===== config.mk =====
export PLATFORM = sky130hd
export DESIGN_NAME = supply_low_voltage_monitor
export DESIGN_NICKNAME = d
export VERILOG_FILES = /design/src/supply_monitor_pkg.sv /design/src/sub_tick_divider.sv /design/src/supply_low_voltage_monitor.sv
export VERILOG_INCLUDE_DIRS = /design/src /design/src/src
export SDC_FILE = /design/constraint.sdc
export NUM_CORES = 1
export LEC_CHECK = 0
export BUFFER_PORTS_ARGS = -buffer_cell sky130_fd_sc_hd__buf_2
export CAP_MARGIN = 30
export CELL_PAD_IN_SITES_DETAIL_PLACEMENT = 2
export CELL_PAD_IN_SITES_GLOBAL_PLACEMENT = 2
export CORE_ASPECT_RATIO = 2
export CORE_MARGIN = 1.5
export CORE_UTILIZATION = 29
export CTS_BUF_LIST = sky130_fd_sc_hd__clkbuf_16
export CTS_CLUSTER_DIAMETER = 120
export DETAILED_ROUTE_END_ITERATION = 12
export PLACE_DENSITY = 0.88
export SLEW_MARGIN = 5
export SYNTH_ARGS = -nofsm -noshare
export SYNTH_HDL_FRONTEND = slang
export SYNTH_SLANG_ARGS = --single-unit

===== constraint.sdc =====
create_clock -name clk_i -period 1.85 [get_ports clk_i]
set_input_delay 0.0925 -clock clk_i [delete_from_list [all_inputs] [get_ports clk_i]]
set_output_delay 0.0925 -clock clk_i [all_outputs]
set_load 0.02 [all_outputs]

===== src/supply_monitor_params.svh =====
// Constants for the supply low-voltage monitor
`ifndef SUPPLY_MONITOR_PARAMS_SVH
`define SUPPLY_MONITOR_PARAMS_SVH
`define SM_ADDR_CTRL 4'h0
`define SM_ADDR_STATUS 4'h4
`define SM_ADDR_MASK 4'h8
`define SM_LEVEL_LSB 0
`define SM_REFEN_BIT 3
`define SM_DETEN_BIT 4
`define SM_OUT_BIT 5
`define SM_WIDTH_LSB 6
`define SM_CTRL_RESET 8'h00
`define SM_CTRL_WMASK 8'hDF
`define SM_SUB_HZ 32768
`define SM_CLK_HZ 200000000
`define SM_SUB_DIV (`SM_CLK_HZ / `SM_SUB_HZ)
`define SM_QUAL_W0 3'h1
`define SM_QUAL_W1 3'h3
`define SM_QUAL_W2 3'h7
`endif


===== src/supply_monitor_pkg.sv =====
// Types for the supply low-voltage monitor
package supply_monitor_pkg;
    typedef struct packed {
        logic [1:0] qualify_width_select;
        logic low_supply_output_flag;
        logic detector_enable;
        logic reference_enable;
        logic [2:0] trip_level_select;
    } ctrl_t;
    typedef enum logic [1:0] {
        ST_IDLE = 2'b00,
        ST_WRITE = 2'b01,
        ST_READ = 2'b10
    } bus_state_t;
endpackage : supply_monitor_pkg


===== src/sub_tick_divider.sv =====
// Divider that makes the sub-clock enable pulse
`timescale 1ns/1ps
module sub_tick_divider #(
    parameter int DIV = 6103
) (
    // Clock and reset
    input wire logic clk_i,
    input wire logic rst_n_i,
    // Tick
    output logic tick_o
);
    typedef struct packed {
        logic [15:0] cnt;
        logic tick;
    } div_state_t;
    div_state_t s_reg;
    div_state_t s_next;
    always_comb
    begin
        s_next = s_reg;
        s_next.tick = 1'b0;
        if (s_reg.cnt == 16'(DIV - 1))
        begin
            s_next.cnt = 16'h0000;
            s_next.tick = 1'b1;
        end
        else
        begin
            s_next.cnt = s_reg.cnt + 16'h0001;
        end
    end
    always_ff @(posedge clk_i or negedge rst_n_i)
    begin
        if (!rst_n_i)
        begin
            s_reg <= '0;
        end
        else
        begin
            s_reg <= s_next;
        end
    end
    assign tick_o = s_reg.tick;
endmodule : sub_tick_divider


===== src/supply_low_voltage_monitor.sv =====
// Control and status logic of the supply low-voltage detector
`timescale 1ns/1ps
`include "supply_monitor_params.svh"
module supply_low_voltage_monitor
    import supply_monitor_pkg::*;
#(
    parameter int SUB_DIV = `SM_SUB_DIV
) (
    // Clock and reset
    input wire logic clk_i,
    input wire logic rst_n_i,
    // Avalon-MM slave
    input wire logic [3:0] avs_address_i,
    input wire logic avs_read_i,
    input wire logic avs_write_i,
    input wire logic [31:0] avs_writedata_i,
    input wire logic [3:0] avs_byteenable_i,
    output logic [31:0] avs_readdata_o,
    output logic avs_waitrequest_o,
    // Analog side
    input wire logic comparator_low_i,
    input wire logic low_supply_reset_enable_i,
    input wire logic sleep_i,
    input wire logic idle_i,
    output logic detector_power_o,
    output logic [2:0] trip_level_o,
    output logic reference_request_o,
    // Interrupt and wake
    output logic irq_o,
    output logic wake_o
);
    typedef struct packed {
        ctrl_t ctrl;
        logic irq_flag;
        logic irq_enable;
        logic [2:0] qual_cnt;
        logic wake;
        bus_state_t bus;
        logic [31:0] rdata;
    } mon_state_t;

    mon_state_t s_reg;
    mon_state_t s_next;
    logic [1:0] rst_sync_reg;
    logic rst_n;
    logic sub_tick;
    logic det_on;
    logic [2:0] qual_target;
    logic qualified;
    logic wr_hit;
    logic [31:0] rd_mux;

    // Reset release through two flip-flops
    always_ff @(posedge clk_i or negedge rst_n_i)
    begin
        if (!rst_n_i)
        begin
            rst_sync_reg <= 2'b00;
        end
        else
        begin
            rst_sync_reg <= {rst_sync_reg[0], 1'b1};
        end
    end
    assign rst_n = rst_sync_reg[1];

    sub_tick_divider #(
        .DIV(SUB_DIV)
    ) u_div (
        .clk_i(clk_i),
        .rst_n_i(rst_n),
        .tick_o(sub_tick)
    );

    // Detector runs only when enabled and not sleeping
    assign det_on = s_reg.ctrl.detector_enable && !sleep_i;
    assign detector_power_o = det_on;
    assign trip_level_o = s_reg.ctrl.trip_level_select;
    assign reference_request_o = det_on || low_supply_reset_enable_i
        || s_reg.ctrl.reference_enable;

    // Width selection in sub periods
    always_comb
    begin
        unique case (s_reg.ctrl.qualify_width_select)
            2'b00: qual_target = `SM_QUAL_W0;
            2'b01: qual_target = `SM_QUAL_W1;
            2'b10: qual_target = `SM_QUAL_W2;
            2'b11: qual_target = `SM_QUAL_W0;
        endcase
    end
    assign qualified = s_reg.ctrl.low_supply_output_flag && sub_tick
        && (s_reg.qual_cnt >= qual_target);
    assign wr_hit = s_reg.bus == ST_WRITE;

    always_comb
    begin
        rd_mux = 32'h0000_0000;
        unique case (avs_address_i)
            `SM_ADDR_CTRL: rd_mux = {24'h000000, s_reg.ctrl};
            `SM_ADDR_STATUS: rd_mux = {31'h0, s_reg.irq_flag};
            `SM_ADDR_MASK: rd_mux = {31'h0, s_reg.irq_enable};
            default: rd_mux = 32'h0000_0000;
        endcase
    end

    always_comb
    begin
        s_next = s_reg;
        s_next.wake = 1'b0;
        // Output flag follows comparator while powered
        s_next.ctrl.low_supply_output_flag = det_on && comparator_low_i;
        // Width counter on sub ticks, restarts when flag drops
        if (!s_reg.ctrl.low_supply_output_flag)
        begin
            s_next.qual_cnt = 3'h0;
        end
        else if (sub_tick && s_reg.qual_cnt != 3'h7)
        begin
            s_next.qual_cnt = s_reg.qual_cnt + 3'h1;
        end
        // Bus transfers
        unique case (s_reg.bus)
            ST_IDLE:
            begin
                if (avs_write_i)
                begin
                    s_next.bus = ST_WRITE;
                end
                else if (avs_read_i)
                begin
                    s_next.bus = ST_READ;
                    s_next.rdata = rd_mux;
                end
            end
            ST_WRITE, ST_READ: s_next.bus = ST_IDLE;
            default: s_next.bus = ST_IDLE;
        endcase
        if (wr_hit && avs_byteenable_i[0])
        begin
            unique case (avs_address_i)
                `SM_ADDR_CTRL:
                begin
                    s_next.ctrl = (avs_writedata_i[7:0] & `SM_CTRL_WMASK)
                        | (s_next.ctrl & ~`SM_CTRL_WMASK);
                end
                `SM_ADDR_STATUS:
                begin
                    // Write one clears the flag
                    if (avs_writedata_i[0])
                    begin
                        s_next.irq_flag = 1'b0;
                    end
                end
                `SM_ADDR_MASK: s_next.irq_enable = avs_writedata_i[0];
                default:
                begin
                end
            endcase
        end
        // Event set wins over clear
        if (qualified)
        begin
            s_next.irq_flag = 1'b1;
            s_next.wake = !s_reg.irq_flag && idle_i;
        end
    end

    always_ff @(posedge clk_i or negedge rst_n)
    begin
        if (!rst_n)
        begin
            s_reg.ctrl <= `SM_CTRL_RESET;
            s_reg.irq_flag <= 1'b0;
            s_reg.irq_enable <= 1'b0;
            s_reg.qual_cnt <= 3'h0;
            s_reg.wake <= 1'b0;
            s_reg.bus <= ST_IDLE;
            s_reg.rdata <= 32'h0000_0000;
        end
        else
        begin
            s_reg.ctrl <= s_next.ctrl;
            s_reg.irq_flag <= s_next.irq_flag;
            s_reg.irq_enable <= s_next.irq_enable;
            s_reg.qual_cnt <= s_next.qual_cnt;
            s_reg.wake <= s_next.wake;
            s_reg.bus <= s_next.bus;
            s_reg.rdata <= s_next.rdata;
        end
    end

    assign avs_waitrequest_o = (avs_read_i || avs_write_i) && s_reg.bus == ST_IDLE;
    assign avs_readdata_o = s_reg.rdata;
    assign irq_o = s_reg.irq_flag && s_reg.irq_enable;
    assign wake_o = s_reg.wake;

    a_sleep_forces_off: assert property (@(posedge clk_i) disable iff (!rst_n)
        sleep_i |-> !detector_power_o) else $error("detector on in sleep");
    a_ref_request: assert property (@(posedge clk_i) disable iff (!rst_n)
        s_reg.ctrl.reference_enable |-> reference_request_o)
        else $error("reference not requested");
    a_flag_off_when_disabled: assert property (@(posedge clk_i) disable iff (!rst_n)
        !det_on |=> !s_reg.ctrl.low_supply_output_flag)
        else $error("output flag set while detector off");
    a_flag_follows: assert property (@(posedge clk_i) disable iff (!rst_n)
        (det_on && comparator_low_i) |=> s_reg.ctrl.low_supply_output_flag)
        else $error("output flag missed low supply");
    a_cnt_restart: assert property (@(posedge clk_i) disable iff (!rst_n)
        !s_reg.ctrl.low_supply_output_flag |=> s_reg.qual_cnt == 3'h0)
        else $error("width counter not restarted");
    a_irq_needs_width: assert property (@(posedge clk_i) disable iff (!rst_n)
        ($rose(s_reg.irq_flag)) |-> $past(s_reg.qual_cnt) >= $past(qual_target))
        else $error("irq flag set before width");
    a_irq_sticky: assert property (@(posedge clk_i) disable iff (!rst_n)
        (s_reg.irq_flag && !wr_hit) |=> s_reg.irq_flag)
        else $error("irq flag dropped without clear");
    a_irq_gated: assert property (@(posedge clk_i) disable iff (!rst_n)
        irq_o == (s_reg.irq_flag && s_reg.irq_enable))
        else $error("irq output not gated by enable");
    a_wake_on_new: assert property (@(posedge clk_i) disable iff (!rst_n)
        wake_o |-> s_reg.irq_flag && !$past(s_reg.irq_flag))
        else $error("wake without new flag");
    a_trip_level: assert property (@(posedge clk_i) disable iff (!rst_n)
        trip_level_o == s_reg.ctrl.trip_level_select)
        else $error("trip level mismatch");

    // Sub ticks seen while the output flag stays high, for the width checks
    logic [3:0] chk_ticks_reg;
    always_ff @(posedge clk_i or negedge rst_n)
    begin
        if (!rst_n)
        begin
            chk_ticks_reg <= 4'h0;
        end
        else if (!s_reg.ctrl.low_supply_output_flag)
        begin
            chk_ticks_reg <= 4'h0;
        end
        else if (sub_tick && chk_ticks_reg != 4'hF)
        begin
            chk_ticks_reg <= chk_ticks_reg + 4'h1;
        end
    end

    // Width checks
    a_irq_in_time: assert property (@(posedge clk_i) disable iff (!rst_n)
        (s_reg.ctrl.low_supply_output_flag && sub_tick
        && chk_ticks_reg >= {1'b0, qual_target}) |=> s_reg.irq_flag)
        else $error("irq flag late after width");
    a_irq_min_ticks: assert property (@(posedge clk_i) disable iff (!rst_n)
        $rose(s_reg.irq_flag)
        |-> $past(chk_ticks_reg) >= {1'b0, $past(qual_target)})
        else $error("irq flag before minimum width");

    // Bus checks
    a_wait_first: assert property (@(posedge clk_i) disable iff (!rst_n)
        ((avs_read_i || avs_write_i) && s_reg.bus == ST_IDLE)
        |-> avs_waitrequest_o)
        else $error("waitrequest low in first cycle");
    a_wait_second: assert property (@(posedge clk_i) disable iff (!rst_n)
        ((avs_read_i || avs_write_i) && s_reg.bus == ST_IDLE)
        |=> !avs_waitrequest_o)
        else $error("waitrequest high in second cycle");
    a_bus_returns: assert property (@(posedge clk_i) disable iff (!rst_n)
        (s_reg.bus != ST_IDLE)
        |=> s_reg.bus == ST_IDLE)
        else $error("bus did not return to idle");
    a_read_status: assert property (@(posedge clk_i) disable iff (!rst_n)
        (avs_read_i && s_reg.bus == ST_IDLE && avs_address_i == `SM_ADDR_STATUS)
        |=> avs_readdata_o == {31'h0, $past(s_reg.irq_flag)})
        else $error("status read data wrong");
    a_ctrl_write: assert property (@(posedge clk_i) disable iff (!rst_n)
        (wr_hit && avs_byteenable_i[0] && avs_address_i == `SM_ADDR_CTRL)
        |=> s_reg.ctrl.trip_level_select == $past(avs_writedata_i[2:0]))
        else $error("control write lost");

    // Detector and reference checks
    a_det_off: assert property (@(posedge clk_i) disable iff (!rst_n)
        !s_reg.ctrl.detector_enable
        |-> !detector_power_o)
        else $error("detector powered while disabled");
    a_ref_from_lsr: assert property (@(posedge clk_i) disable iff (!rst_n)
        low_supply_reset_enable_i
        |-> reference_request_o)
        else $error("reference not requested for reset");
    a_ref_from_det: assert property (@(posedge clk_i) disable iff (!rst_n)
        detector_power_o
        |-> reference_request_o)
        else $error("reference not requested for detector");
    a_ref_none: assert property (@(posedge clk_i) disable iff (!rst_n)
        (!detector_power_o && !low_supply_reset_enable_i && !s_reg.ctrl.reference_enable)
        |-> !reference_request_o)
        else $error("reference requested with no user");

    // Flag, interrupt and wake checks
    a_status_clear: assert property (@(posedge clk_i) disable iff (!rst_n)
        (wr_hit && avs_byteenable_i[0] && avs_address_i == `SM_ADDR_STATUS
        && avs_writedata_i[0] && !qualified) |=> !s_reg.irq_flag)
        else $error("irq flag not cleared");
    a_set_wins: assert property (@(posedge clk_i) disable iff (!rst_n)
        (qualified && wr_hit && avs_address_i == `SM_ADDR_STATUS)
        |=> s_reg.irq_flag)
        else $error("clear beat a new event");
    a_wake_when_idle: assert property (@(posedge clk_i) disable iff (!rst_n)
        ($rose(s_reg.irq_flag) && $past(idle_i))
        |-> wake_o)
        else $error("no wake for new flag in idle");
    a_wake_only_idle: assert property (@(posedge clk_i) disable iff (!rst_n)
        wake_o
        |-> $past(idle_i))
        else $error("wake outside idle");
endmodule : supply_low_voltage_monitor


## Word level (Yosys, flattened, before mapping)

Cells that the tools add are included.

- Bits in registers: 67
- Latch bits: 0
- Memory bits (writable): 0
- ROM bits: 0
- Word-level logic and storage cells: 70
- Memories: 0

- Add/subtract/negate cells: 2
- Multiply operators: 0
- Divide/modulo/power cells: 0
- Magnitude comparators: 1
- Equal/unequal tests: 10
- Shifts and indexed selects: 0
- Muxes and demuxes: 16
- Bitwise gates (word level): 2
- Reduce and logical (&&, ||, !) cells: 25

Operators by type and width:

| cell | number |
|---|---|
| $mux 34 | 1 |
| $pmux 8 s3 | 1 |
| $add 16x1->16 const B | 1 |
| $eq 16x13->1 const B | 1 |
| $mux 16 | 1 |
| $logic_and 1x1->1 | 9 |
| $pmux 3 s3 | 1 |
| $mux 8 | 1 |
| $or 8x6->8 | 1 |
| $mux 1 | 6 |
| $mux 3 | 2 |
| $mux 6 | 1 |
| $ne 3x3->1 const B | 2 |
| $reduce_and 3->1 | 2 |
| $reduce_bool 2->1 | 3 |
| $eq 2x1->1 const B | 2 |
| $eq 2x2->1 const B | 2 |
| $eq 4x3->1 const B | 1 |
| $eq 4x4->1 const B | 1 |
| $logic_not 2->1 | 2 |
| $logic_not 4->1 | 1 |
| $mux 2 | 2 |
| $reduce_and 2->1 | 2 |
| $add 3x1->3 const B | 1 |
| 6 further kinds | 9 |

## Depth between registers and ports, before layout

Gate-level depths: netlist of the first run.

- Word-level depth: 7
- Mapped depth: 7
- Mapped depth without buffers: 6

## Modules after synthesis

Synthesis of the first run repeated with hierarchy kept, for this count alone.

- Cells, all modules: 196
- Area total of the unflattened synthesis: 2,234.6 µm²

Modules (own cells, without submodules):

| module | instances | cells each | area each (µm²) | seq. area each (µm²) |
|---|---|---|---|---|
| supply_low_voltage_monitor | 1 | 121 | 1,443.9 | 650.6 |
| sub_tick_divider | 1 | 75 | 790.8 | 425.4 |

## Worst setup path after synthesis of the first run

Ideal clock, no wire load.

- Kind: reg-to-reg
- From: register s_reg[33] (netlist name)
- To: register s_reg (netlist bit avs_readdata_o[0])
- Library setup time: 0.066 ns
- Arrival: 1.404 ns
- Slack: 0.380 ns
- Stages on the path, launching flop included: 5
- Period minus slack after synthesis: 1.470 ns
- Cells stage by stage: dfrtp_1 -> or4b_4 -> nor3_4 -> a22oi_1 -> nand2_1

- Cells in the longest elaborated chain, start to end: 2

Ends and longest elaborated chain:

| what | line | source |
|---|---|---|
| start, declared | supply_low_voltage_monitor.sv:42 | `mon_state_t s_reg;` |
| $logic_not 2->1 | supply_low_voltage_monitor.sv:123 | `unique case (s_reg.bus)` |
| $reduce_and 3->1 (no source line) | - |  |

Every way passes these cells.
A chain may end at the register's enable or synchronous reset.

==> impl_metrics.env, run 1 <==
export IMPL_outcome="finished clean"
export IMPL_yosysSeqAreaShare=0.4945
export IMPL_area_growth_pct=13.92
export IMPL_cp_required_ns=2.02
export IMPL_drtIter0Drc=30
export IMPL_final_setup_tns_ns=0
export IMPL_cts_max_level=2
export IMPL_critical_path_depth=6
export IMPL_cts_root_buf="clkbuf_16"
export IMPL_power_leakage_nw=1.284
export IMPL_drive_above_1_share=0.2522
export IMPL_wl_per_cell_microns=14.54
export IMPL_initial_core_util=0.2994
export IMPL_grt_pass1_wl_mm=7.928
export IMPL_synth_edf_count=0
export IMPL_irDropWorstVdd_v=0.0003504
export IMPL_antenna_left=0
export IMPL_avgSynthCellArea_sq_um=11.04
export IMPL_setup_ws_ns=0.2498
export IMPL_place_congestion=0.7552
export IMPL_cp_top_family="adder cells"
export IMPL_synthArstFlopShare=1.000
export IMPL_io_pin_count=88
export IMPL_cts_repair_resized=0
export IMPL_whs_ns=0.01369
export IMPL_syn_area_sq_um=2176
export IMPL_p_per_area_nw_per_um2=905.8
export IMPL_nNetsFinal=284
export IMPL_final_hold_violation_count=0
export IMPL_start_kind="register"
export IMPL_path_buf_inv=1
export IMPL_fin_crit_sh=0.8650
export IMPL_crit_chain="inv_1 > ha_1 > ha_1 > a21o_1 > a21oi_1 > nor4b_1"
export IMPL_worst_setup_path_type="register to register"
export IMPL_fin_total_pwr_mw=2.245
export IMPL_critPathCaptureType="register"
export IMPL_rsz0062_at_grt="false"
export IMPL_ys_types=34
export IMPL_cts_buffers=5
export IMPL_diodes=0
export IMPL_viasPerCell=4.509
export IMPL_cap_violations=0
export IMPL_synth_area_leader_cell="dfrtp_1"
export IMPL_tightest_slew_ns=0.5294
export IMPL_io_buffer_count=35
export IMPL_critPathSlowestCell="dfrtp_1"
export IMPL_setup_violations=0
export IMPL_cts_tree="yes"
export IMPL_antenna_found_initial=0
export IMPL_fin_cells=322
export IMPL_wirelength_mm=4.681
export IMPL_dp_cells=313
export IMPL_grt_overflow=0
export IMPL_vias=1452
export IMPL_synthFlopType="dfrtp_1"
export IMPL_clock_skew_ns=0.005226
export IMPL_slowest_delay_ns=0.36
export IMPL_core_area_sq_um=7267
export IMPL_insertion_delay_ns=0.29
export IMPL_reg2reg_depth=6
export IMPL_grt_util_all_layers=0.1303
export IMPL_synth_top_area_frac=0.4945
export IMPL_die_h_microns=125.5
export IMPL_clkTransAtPathRegs_ns=0.06
export IMPL_fmax_mhz=624.9
export IMPL_place_ws_ns=0.2228
export IMPL_cts_buffer_depth=2
export IMPL_worst_path_max_fanout=3
export IMPL_period_needed_ns=1.600
export IMPL_yosysWarnings=0
export IMPL_place_area_sq_um=2305
export IMPL_grt_max_degree=42
export IMPL_cp_arrival_ns=1.77
export IMPL_holdPathStages=2
export IMPL_final_area_sq_um=2479
export IMPL_drc_errors=0
export IMPL_dpl_hpwl_mm=3.616
export IMPL_synthTopCellsByArea="dfrtp_1 49%, buf_4 12%, xor2_1 4.4%"
export IMPL_die_width_microns=64.25
export IMPL_ys_ff_latch=43
export IMPL_drv_slew=0
export IMPL_core_rowCount=44
export IMPL_design_die_area_sq_um=8063
export IMPL_crit_top_cell="ha_1"
export IMPL_netlist_instances=197
export IMPL_postLayoutCoreUtil=0.3411
export IMPL_grt_pass1_vias=1624
export IMPL_largest_register_ffs=16
export IMPL_dr_pass1_iters=3
export IMPL_cts_sinks=43
export IMPL_min_path_type="input port to register"
export IMPL_max_slew_margin=0.6471
-- synth_stat cells, drive strengths merged (2+ instances only) --
library cell / instances
a22o: 7
and2: 4
and3: 3
and4: 3
buf: 38
conb: 2
dfrtp: 43
ha: 7
inv: 4
mux2: 8
mux2i: 2
nand2: 9
nand3: 8
nand4: 3
nand4b: 3
nor2: 17
nor2b: 3
nor3: 5
nor4b: 2
or3: 2
xnor2: 4
xor2: 11
-- layout make-up --
cell class | instances | area [sq um]
Clock inverter | 3 | 38.79
Timing Repair Buffer | 40 | 215.2
Tap cell | 92 | 115.1
Fill cell | 815 | 4788
Sequential cell | 43 | 1076
Inverter | 4 | 15.01
Multi-Input combinational cell | 135 | 893.4
Clock buffer | 5 | 125.1
-- cells in the final DEF (no fill, tap or decap), types with 2 or more instances in the layout --
cell type  count
buf_4          4
a22o_1         7
or3_1          2
conb_1        25
clkbuf_16      5
buf_2         35
nor3_1         4
dfrtp_1       43
nor2b_1        3
nor2_1        16
inv_1          4
nand4_1        3
and4_1         3
and2_1         4
nand2_1        9
nand3_1        8
nand4b_1       3
xor2_1        11
mux2_2         8
xnor2_1        4
mux2i_1        2
nor4b_1        2
and3_1         3
ha_1           7
-- cell families after synthesis --
logic type / synth area share
compound gates: 0.04428
flops: 0.4945
buf+inv: 0.1346
fa+ha+maj: 0.04025
other cells: 0.003452
mux: 0.05061
xor+xnor: 0.06038
simple gates: 0.1720
-- final timing paths --
kind,end,slack [ns],from
min,s_reg[45]$_DFF_PN0_,0.01,comparator_low_i
min reg2reg,s_reg[33]$_DFFE_PN0P_,0.31,rst_sync_reg[1]$_DFF_PN0_
max,wake_o$_DFF_PN0_,0.25,s_reg[46]$_DFFE_PN0P_
max in group asynchronous,u_div.s_reg[11]$_DFF_PN0_,1.17,rst_sync_reg[1]$_DFF_PN0_
max reg2reg,wake_o$_DFF_PN0_,0.25,s_reg[46]$_DFFE_PN0P_
min in group asynchronous,rst_sync_reg[0]$_DFF_PN0_,0.12,rst_n_i
-- metal layers --
layer  vias up  part of all wire  track usage  routed length (microns)
met2        41              0.61       0.2555                     2849
li1        667                 -            -                        -
met5         -                 0            0                        0
met1       739              0.32       0.1214                     1517
met3         5             0.046      0.03327                      217
met4         0             0.021      0.05382                       96
-- timing repair --
item,in CTS,in global routing
hold buffers,1,0
hold endpoints to repair,2,0
setup buffers,0,0
-- report_power, final --
group | switching [mW] | internal, mW | total (mW)
Clock | 0.364 | 0.630 | 0.994
Sequential | 0.0336 | 0.983 | 1.02
Combinational | 0.152 | 0.0831 | 0.235
Total | 0.550 | 1.70 | 2.25
-- worst reg2reg max path, cell delays in order, from the launching register on --
cell and delay (ns):
dfrtp_1 0.36, inv_1 0.05, ha_1 0.30, ha_1 0.28
a21o_1 0.16, a21oi_1 0.24, nor4b_1 0.09
(Power assumes the default switching activity.)
==> inputs of run 2 (changes only) <==
--- a/config.mk
+++ b/config.mk
@@ -11,7 +11,6 @@
 export CELL_PAD_IN_SITES_DETAIL_PLACEMENT = 2
 export CELL_PAD_IN_SITES_GLOBAL_PLACEMENT = 2
 export CORE_ASPECT_RATIO = 2
-export CORE_MARGIN = 1.5
 export CORE_UTILIZATION = 29
 export CTS_BUF_LIST = sky130_fd_sc_hd__clkbuf_16
 export CTS_CLUSTER_DIAMETER = 120
==> run 2 against run 1 <==
Effect of this change:
- via count rose by 2.1%
- global-route usage rose by 0.46 points
- cell area fell by 0.81%
- die area down 2.3%
- worst hold slack improved by 0.0070 ns
- clock skew decreased by 0.0019 ns
- power decreased by 8.1%
- largest power group unchanged
==> impl_metrics.env, run 2 (synthesis results as in run 1) <==
export IMPL_irDropWorstVdd_v=0.0003022
export IMPL_final_hold_violation_count=0
export IMPL_critPathSlowestCell="dfrtp_1"
export IMPL_design_die_area_sq_um=7875
export IMPL_antenna_found_initial=0
export IMPL_grt_pass1_wl_mm=7.997
export IMPL_dr_pass1_iters=2
export IMPL_insertion_delay_ns=0.28
export IMPL_cts_max_level=2
export IMPL_drtIter0Drc=17
export IMPL_clock_skew_ns=0.003281
export IMPL_cap_violations=0
export IMPL_cts_repair_resized=0
export IMPL_io_buffer_count=35
export IMPL_area_growth_pct=13.00
export IMPL_diodes=0
export IMPL_grt_busiest_layer="met2"
export IMPL_cp_required_ns=2.01
export IMPL_cts_root_buf="clkbuf_16"
export IMPL_met1_usage=0.1208
export IMPL_whs_ns=0.02074
export IMPL_antenna_left=0
export IMPL_nFillCells=822
export IMPL_wl_per_cell_microns=14.79
export IMPL_final_setup_tns_ns=0
export IMPL_drive_above_1_share=0.2522
export IMPL_power_leakage_nw=1.281
export IMPL_path_buf_inv=1
export IMPL_crit_chain="inv_1 > ha_1 > ha_1 > a21o_1 > a21oi_1 > o2bb2ai_1"
export IMPL_start_kind="register"
export IMPL_fin_crit_sh=0.8816
export IMPL_rsz0062_at_grt="false"
export IMPL_cts_buffers=5
export IMPL_core_area_sq_um=7267
export IMPL_die_width_microns=63.25
export IMPL_holdBufCountCts=1
export IMPL_p_per_area_nw_per_um2=839.3
export IMPL_clkTransAtPathRegs_ns=0.06
export IMPL_outcome="finished clean"
export IMPL_grt_pass1_vias=1675
export IMPL_viasPerCell=4.602
export IMPL_largest_register_ffs=16
export IMPL_cts_sinks=43
export IMPL_met2_usage=0.2587
export IMPL_max_slew_margin=0.6459
export IMPL_slowest_delay_ns=0.37
export IMPL_cts_buffer_depth=2
export IMPL_postLayoutCoreUtil=0.3383
export IMPL_drc_errors=0
export IMPL_vias=1482
export IMPL_core_rowCount=44
export IMPL_setup_ws_ns=0.2191
export IMPL_final_common_cell="dfrtp_1"
export IMPL_cp_arrival_ns=1.80
export IMPL_worst_path_max_fanout=3
export IMPL_nNetsFinal=286
export IMPL_period_needed_ns=1.631
export IMPL_die_h_microns=124.5
export IMPL_final_cell_mix="43 x dfrtp_1, 35 x buf_2, 25 x conb_1"
export IMPL_wirelength_mm=4.763
export IMPL_cp_top_family="adder cells"
export IMPL_min_path_type="input port to register"
export IMPL_tightest_slew_ns=0.5311
export IMPL_grt_max_degree=42
export IMPL_grt_met3_usage=0.03480
export IMPL_drv_slew=0
export IMPL_worst_setup_path_type="register to register"
export IMPL_cts_tree="yes"
export IMPL_grt_overflow=0
export IMPL_postCtsSetupRepairBufs=0
export IMPL_setup_violations=0
export IMPL_fmax_mhz=613.2
export IMPL_io_pin_count=88
export IMPL_place_congestion=0.7657
export IMPL_grt_util_all_layers=0.1349
export IMPL_place_ws_ns=0.2187
export IMPL_initial_core_util=0.2994
export IMPL_dpl_hpwl_mm=3.755
export IMPL_crit_top_cell="ha_1"
export IMPL_critPathCaptureType="register"
## run 2: layout make-up
cell class / instances / area (sq um) / area share
inverter: 4 / 15.01 / 0.006107
timing repair buffer: 42 / 230.2 / 0.09364
sequential: 43 / 1076 / 0.4377
clock buffer: 5 / 125.1 / 0.05089
multi-input combinational: 135 / 893.4 / 0.3634
clock inverter: 1 / 3.754 / 0.001527
tap: 92 / 115.1 / 0.04682
## run 2: worst reg2reg max path: stages, from the launching register on
cell,delay (ns)
dfrtp_1,0.37
inv_1,0.05
ha_1,0.31
ha_1,0.28
a21o_1,0.17
a21oi_1,0.24
o2bb2ai_1,0.10
## run 2: per-stage QoR
stage | cell area [sq um] | total power [mW] | std cells
after CTS | 2459 | 2.096 | 322
final | 2459 | 2.063 | 322
after global placement | 2320 | 1.260 | 315
after floorplan | 2262 | 1.241 | 220
after global routing | 2459 | 2.150 | 322
after detailed placement | 2320 | 1.275 | 315
## run 2: final timing paths
kind	cells past startpoint	startpoint	to	slack (ns)
hold / removal	2	comparator_low_i	s_reg[45]$_DFF_PN0_	0.02
setup reg to reg	6	s_reg[46]$_DFFE_PN0P_	s_reg[39]$_DFFE_PN0P_	0.22
max in group asynchronous	1	rst_sync_reg[1]$_DFF_PN0_	trip_level_o[2]$_DFFE_PN0P_	1.16
hold reg to reg	1	rst_sync_reg[1]$_DFF_PN0_	s_reg[38]$_DFFE_PN0P_	0.32
min in group asynchronous	2	rst_n_i	rst_sync_reg[0]$_DFF_PN0_	0.12
setup / recovery	6	s_reg[46]$_DFFE_PN0P_	s_reg[39]$_DFFE_PN0P_	0.22
## run 2: where the power goes
part / switching, mW / leakage, nW / total (mW) / internal, mW
combinational: 0.154 / 0.639 / 0.238 / 0.0839
clock: 0.329 / 0.0669 / 0.808 / 0.479
sequential: 0.0341 / 0.574 / 1.02 / 0.983
total: 0.517 / 1.28 / 2.06 / 1.55
## run 2: metal layers
layer,share of wire,vias up
met5,0,-
met4,0.038,0
met3,0.044,15
met2,0.60,48
met1,0.32,744
li1,-,675
==> inputs of run 3 (changes only) <==
--- a/config.mk
+++ b/config.mk
@@ -15,8 +15,9 @@
 export CTS_BUF_LIST = sky130_fd_sc_hd__clkbuf_16
 export CTS_CLUSTER_DIAMETER = 120
 export DETAILED_ROUTE_END_ITERATION = 12
-export PLACE_DENSITY = 0.88
+export PLACE_DENSITY = 0.87
 export SLEW_MARGIN = 5
 export SYNTH_ARGS = -nofsm -noshare
 export SYNTH_HDL_FRONTEND = slang
+export SYNTH_HIERARCHICAL = 1
 export SYNTH_SLANG_ARGS = --single-unit
==> run 3 against run 2 <==
Effect of this change:
- the flow now finishes with violations (setup timing)
- critical endpoint is now u_div/s_reg[13]$_DFF_PN0_
- fmax fell by 12%
- first-iteration DRC count rose to 4.5 times the previous value
- flip-flop and latch count did not move
- synthesized cell count fell by 0.51%
- register-to-register slack got worse by 0.22 ns
- area after synthesis rose by 2.7%
- combinational power rose by 5%
- cell area rose by 5.0%
- sequential power barely moved
- wire length rose by 5.0%
- worst hold slack improved by 0.017 ns
==> impl_metrics.env, run 3 <==
export IMPL_dpl_hpwl_mm=3.622
export IMPL_yosysMostFrequentCell="dfrtp_1"
export IMPL_grt_pass1_wl_mm=8.107
export IMPL_clkTransAtPathRegs_ns=0.07
export IMPL_antenna_left=0
export IMPL_fin_crit_sh=1.002
export IMPL_synth_xor_area_frac=0.05879
export IMPL_drc_errors=0
export IMPL_synthTopCellsByArea="dfrtp_1 48%, buf_4 12%, mux2_2 4.0%"
export IMPL_cp_endpoint="u_div/s_reg[13]$_DFF_PN0_"
export IMPL_r2r_end="u_div/s_reg[13]$_DFF_PN0_"
export IMPL_rsz0062_at_grt="true"
export IMPL_grt_max_degree=42
export IMPL_vias=1496
export IMPL_cts_tree="yes"
export IMPL_worst_path_max_fanout=6
export IMPL_nNetsFinal=285
export IMPL_core_rowCount=45
export IMPL_critPathSlowestCell="or4b_4"
export IMPL_die_width_microns=64.07
export IMPL_cts_root_buf="clkbuf_16"
export IMPL_final_area_sq_um=2582
export IMPL_cts_buffers=5
export IMPL_grt_util_all_layers=0.1366
export IMPL_largest_register_ffs=16
export IMPL_initial_core_util=0.2962
export IMPL_startpoint="u_div/s_reg[1]$_DFF_PN0_"
export IMPL_cts_buffer_depth=2
export IMPL_clock_skew_ns=0.005658
export IMPL_synth_adder_area_share=0.03919
export IMPL_drv_slew=0
export IMPL_place_ws_ns=-0.1767
export IMPL_design_die_area_sq_um=8082
export IMPL_place_area_sq_um=2355
export IMPL_p_per_area_nw_per_um2=841.1
export IMPL_final_hold_violation_count=0
export IMPL_power_leakage_nw=1.267
export IMPL_setup_ws_ns=-0.002781
export IMPL_die_h_microns=126.1
export IMPL_slowest_delay_ns=0.47
export IMPL_final_cell_mix="43 x dfrtp_1, 35 x buf_2, 25 x conb_1"
export IMPL_wl_per_cell_microns=15.39
export IMPL_synth_top_area_frac=0.4815
export IMPL_critPathCaptureType="register"
export IMPL_viasPerCell=4.603
export IMPL_insertion_delay_ns=0.29
export IMPL_cts_sinks=43
export IMPL_irDropWorstVdd_v=0.0002951
export IMPL_tightest_slew_ns=0.5284
export IMPL_cp_arrival_ns=2.03
export IMPL_area_growth_pct=15.57
export IMPL_timing_rr_start="u_div/s_reg[1]$_DFF_PN0_"
export IMPL_period_needed_ns=1.853
export IMPL_cp_required_ns=2.03
export IMPL_ys_ff_latch=43
export IMPL_synth_simple_gate_area_frac=0.1775
export IMPL_synthMuxAreaShare=0.04927
export IMPL_io_pin_count=88
export IMPL_synth_area_leader_cell="dfrtp_1"
export IMPL_worst_r2r_setup_slack_ns=-0.003
export IMPL_path_buf_inv=1
export IMPL_ys_top_cells_by_count="43 x dfrtp_1, 35 x buf_4, 17 x nor2_1, 10 x xnor2_1, 8 x mux2_2"
export IMPL_avgSynthCellArea_sq_um=11.40
export IMPL_outcome="finished, violations left"
export IMPL_reg2reg_depth=6
export IMPL_synth_top_family_by_area="simple AND/OR/NAND/NOR gates"
export IMPL_whs_ns=0.03725
export IMPL_drtIter0Drc=76
export IMPL_start_kind="register"
export IMPL_syn_area_sq_um=2235
export IMPL_min_path_type="input port to register"
export IMPL_grt_overflow=0
export IMPL_place_congestion=0.8210
export IMPL_yosysWarnings=6
export IMPL_diodes=0
export IMPL_antenna_found_initial=0
export IMPL_critical_path_depth=6
export IMPL_wirelength_mm=5.001
export IMPL_crit_chain="inv_2 > ha_4 > or4b_4 > nor4_4 > and4_4 > nor2_1"
export IMPL_cap_violations=0
export IMPL_max_slew_margin=0.6478
export IMPL_dr_pass1_iters=4
export IMPL_setup_violations=1
export IMPL_synth_compound_area_frac=0.05039
export IMPL_cts_max_level=2
export IMPL_synthFlopType="dfrtp_1"
export IMPL_ys_types=41
export IMPL_fin_total_pwr_mw=2.172
export IMPL_io_buffer_count=35
export IMPL_netlist_instances=196
export IMPL_worst_setup_path_type="register to register"
export IMPL_violations="setup timing"
export IMPL_yosysSeqAreaShare=0.4815
export IMPL_postLayoutCoreUtil=0.3423
export IMPL_drive_above_1_share=0.3593
export IMPL_synth_edf_count=0
export IMPL_core_area_sq_um=7545
export IMPL_cp_top_family="simple AND/OR/NAND/NOR gates"
export IMPL_fmax_mhz=539.7
export IMPL_final_common_cell="dfrtp_1"
export IMPL_synthArstFlopShare=1.000
export IMPL_grt_pass1_vias=1634
## run 3: changes by cell type in the layout (fill, tap and decap cells not counted), sizes merged, moves of 2 or more
cell | before | now
clkinvlp | 0 | 2
nand2 | 9 | 6
nand3b | 0 | 2
nor3 | 5 | 2
nor4 | 0 | 2
xnor2 | 4 | 10
xor2 | 11 | 5
## run 3: how the worst min path moves through the flow
| stage | endpoint | startpoint | cells after the start | slack, ns |
|---|---|---|---|---|
| floorplan | rst_sync_reg[0]$_DFF_PN0_ | rst_n_i | 0 | -0.20 |
| global placement | rst_sync_reg[0]$_DFF_PN0_ | rst_n_i | 1 | -0.12 |
| detailed placement | rst_sync_reg[1]$_DFF_PN0_ | rst_n_i | 1 | -0.12 |
| CTS | s_reg[46]$_DFFE_PN0P_ | avs_writedata_i[6] | 2 | 0.03 |
| global route | s_reg[46]$_DFFE_PN0P_ | avs_writedata_i[6] | 2 | 0.04 |
| finish | trip_level_o[2]$_DFFE_PN0P_ | avs_writedata_i[2] | 2 | 0.04 |
## run 3: where the power goes
part | internal, mW | switching (mW)
clock network | 0.505 | 0.394
registers | 0.985 | 0.0371
logic | 0.0899 | 0.161
total | 1.58 | 0.592
## run 3: metrics by stage
| step | instances | setup TNS (ns) |
|---|---|---|
| 6_report | 325 | -0.002781 |
| 5_1_grt | 325 | -0.4857 |
| 4_1_cts | 324 | 0 |
| 3_5_place_dp | 314 | -1.965 |
| 3_3_place_gp | 314 | -0.2005 |
| 2_1_floorplan | 219 | 0 |
## run 3: cells by family (layout without fill, tap and decap cells)
kind of cell | Yosys count | count (layout)
multiplexers | 10 | 10
AND/OR/NAND/NOR | 63 | 64
AO/OA/AOI/OAI | 13 | 13
XOR/XNOR | 15 | 15
buffers and inverters | 43 | 54
adder cells (fa/ha/maj) | 7 | 7
other | 2 | 25
flip-flops | 43 | 43
## run 3: final cells by class
cell class | instances | area (sq um)
tap | 94 | 117.6
clock inverter | 3 | 23.77
timing repair buffer | 41 | 222.7
multi-input combinational | 134 | 993.5
clock buffer | 5 | 125.1
fill | 836 | 4962
sequential | 43 | 1076
inverter | 5 | 23.77
## run 3: worst register-to-register path: cells and delay by family, from the launching register on
family | cells | cell delay, ns
fa+ha+maj | 1 | 0.12
simple gates | 4 | 1.16
flops | 1 | 0.39
buf+inv | 1 | 0.07
## run 3: what timing repair did
item                                    CTS  global route
endpoints found under the setup margin   12            11
pin swaps                                 2            10
buffers inserted                          0             1
hold buffers                              1             0
gates cloned                              1             0
gates resized for setup                   4            11
hold endpoints to repair                  2             0
## run 3: routing by layer
metal	global-route usage	up-vias	wire [microns]
li1	-	680	-
met1	0.1201	761	1635
met2	0.2753	48	3058
met3	0.02717	7	194
met4	0.06818	0	112
met5	0	-	0
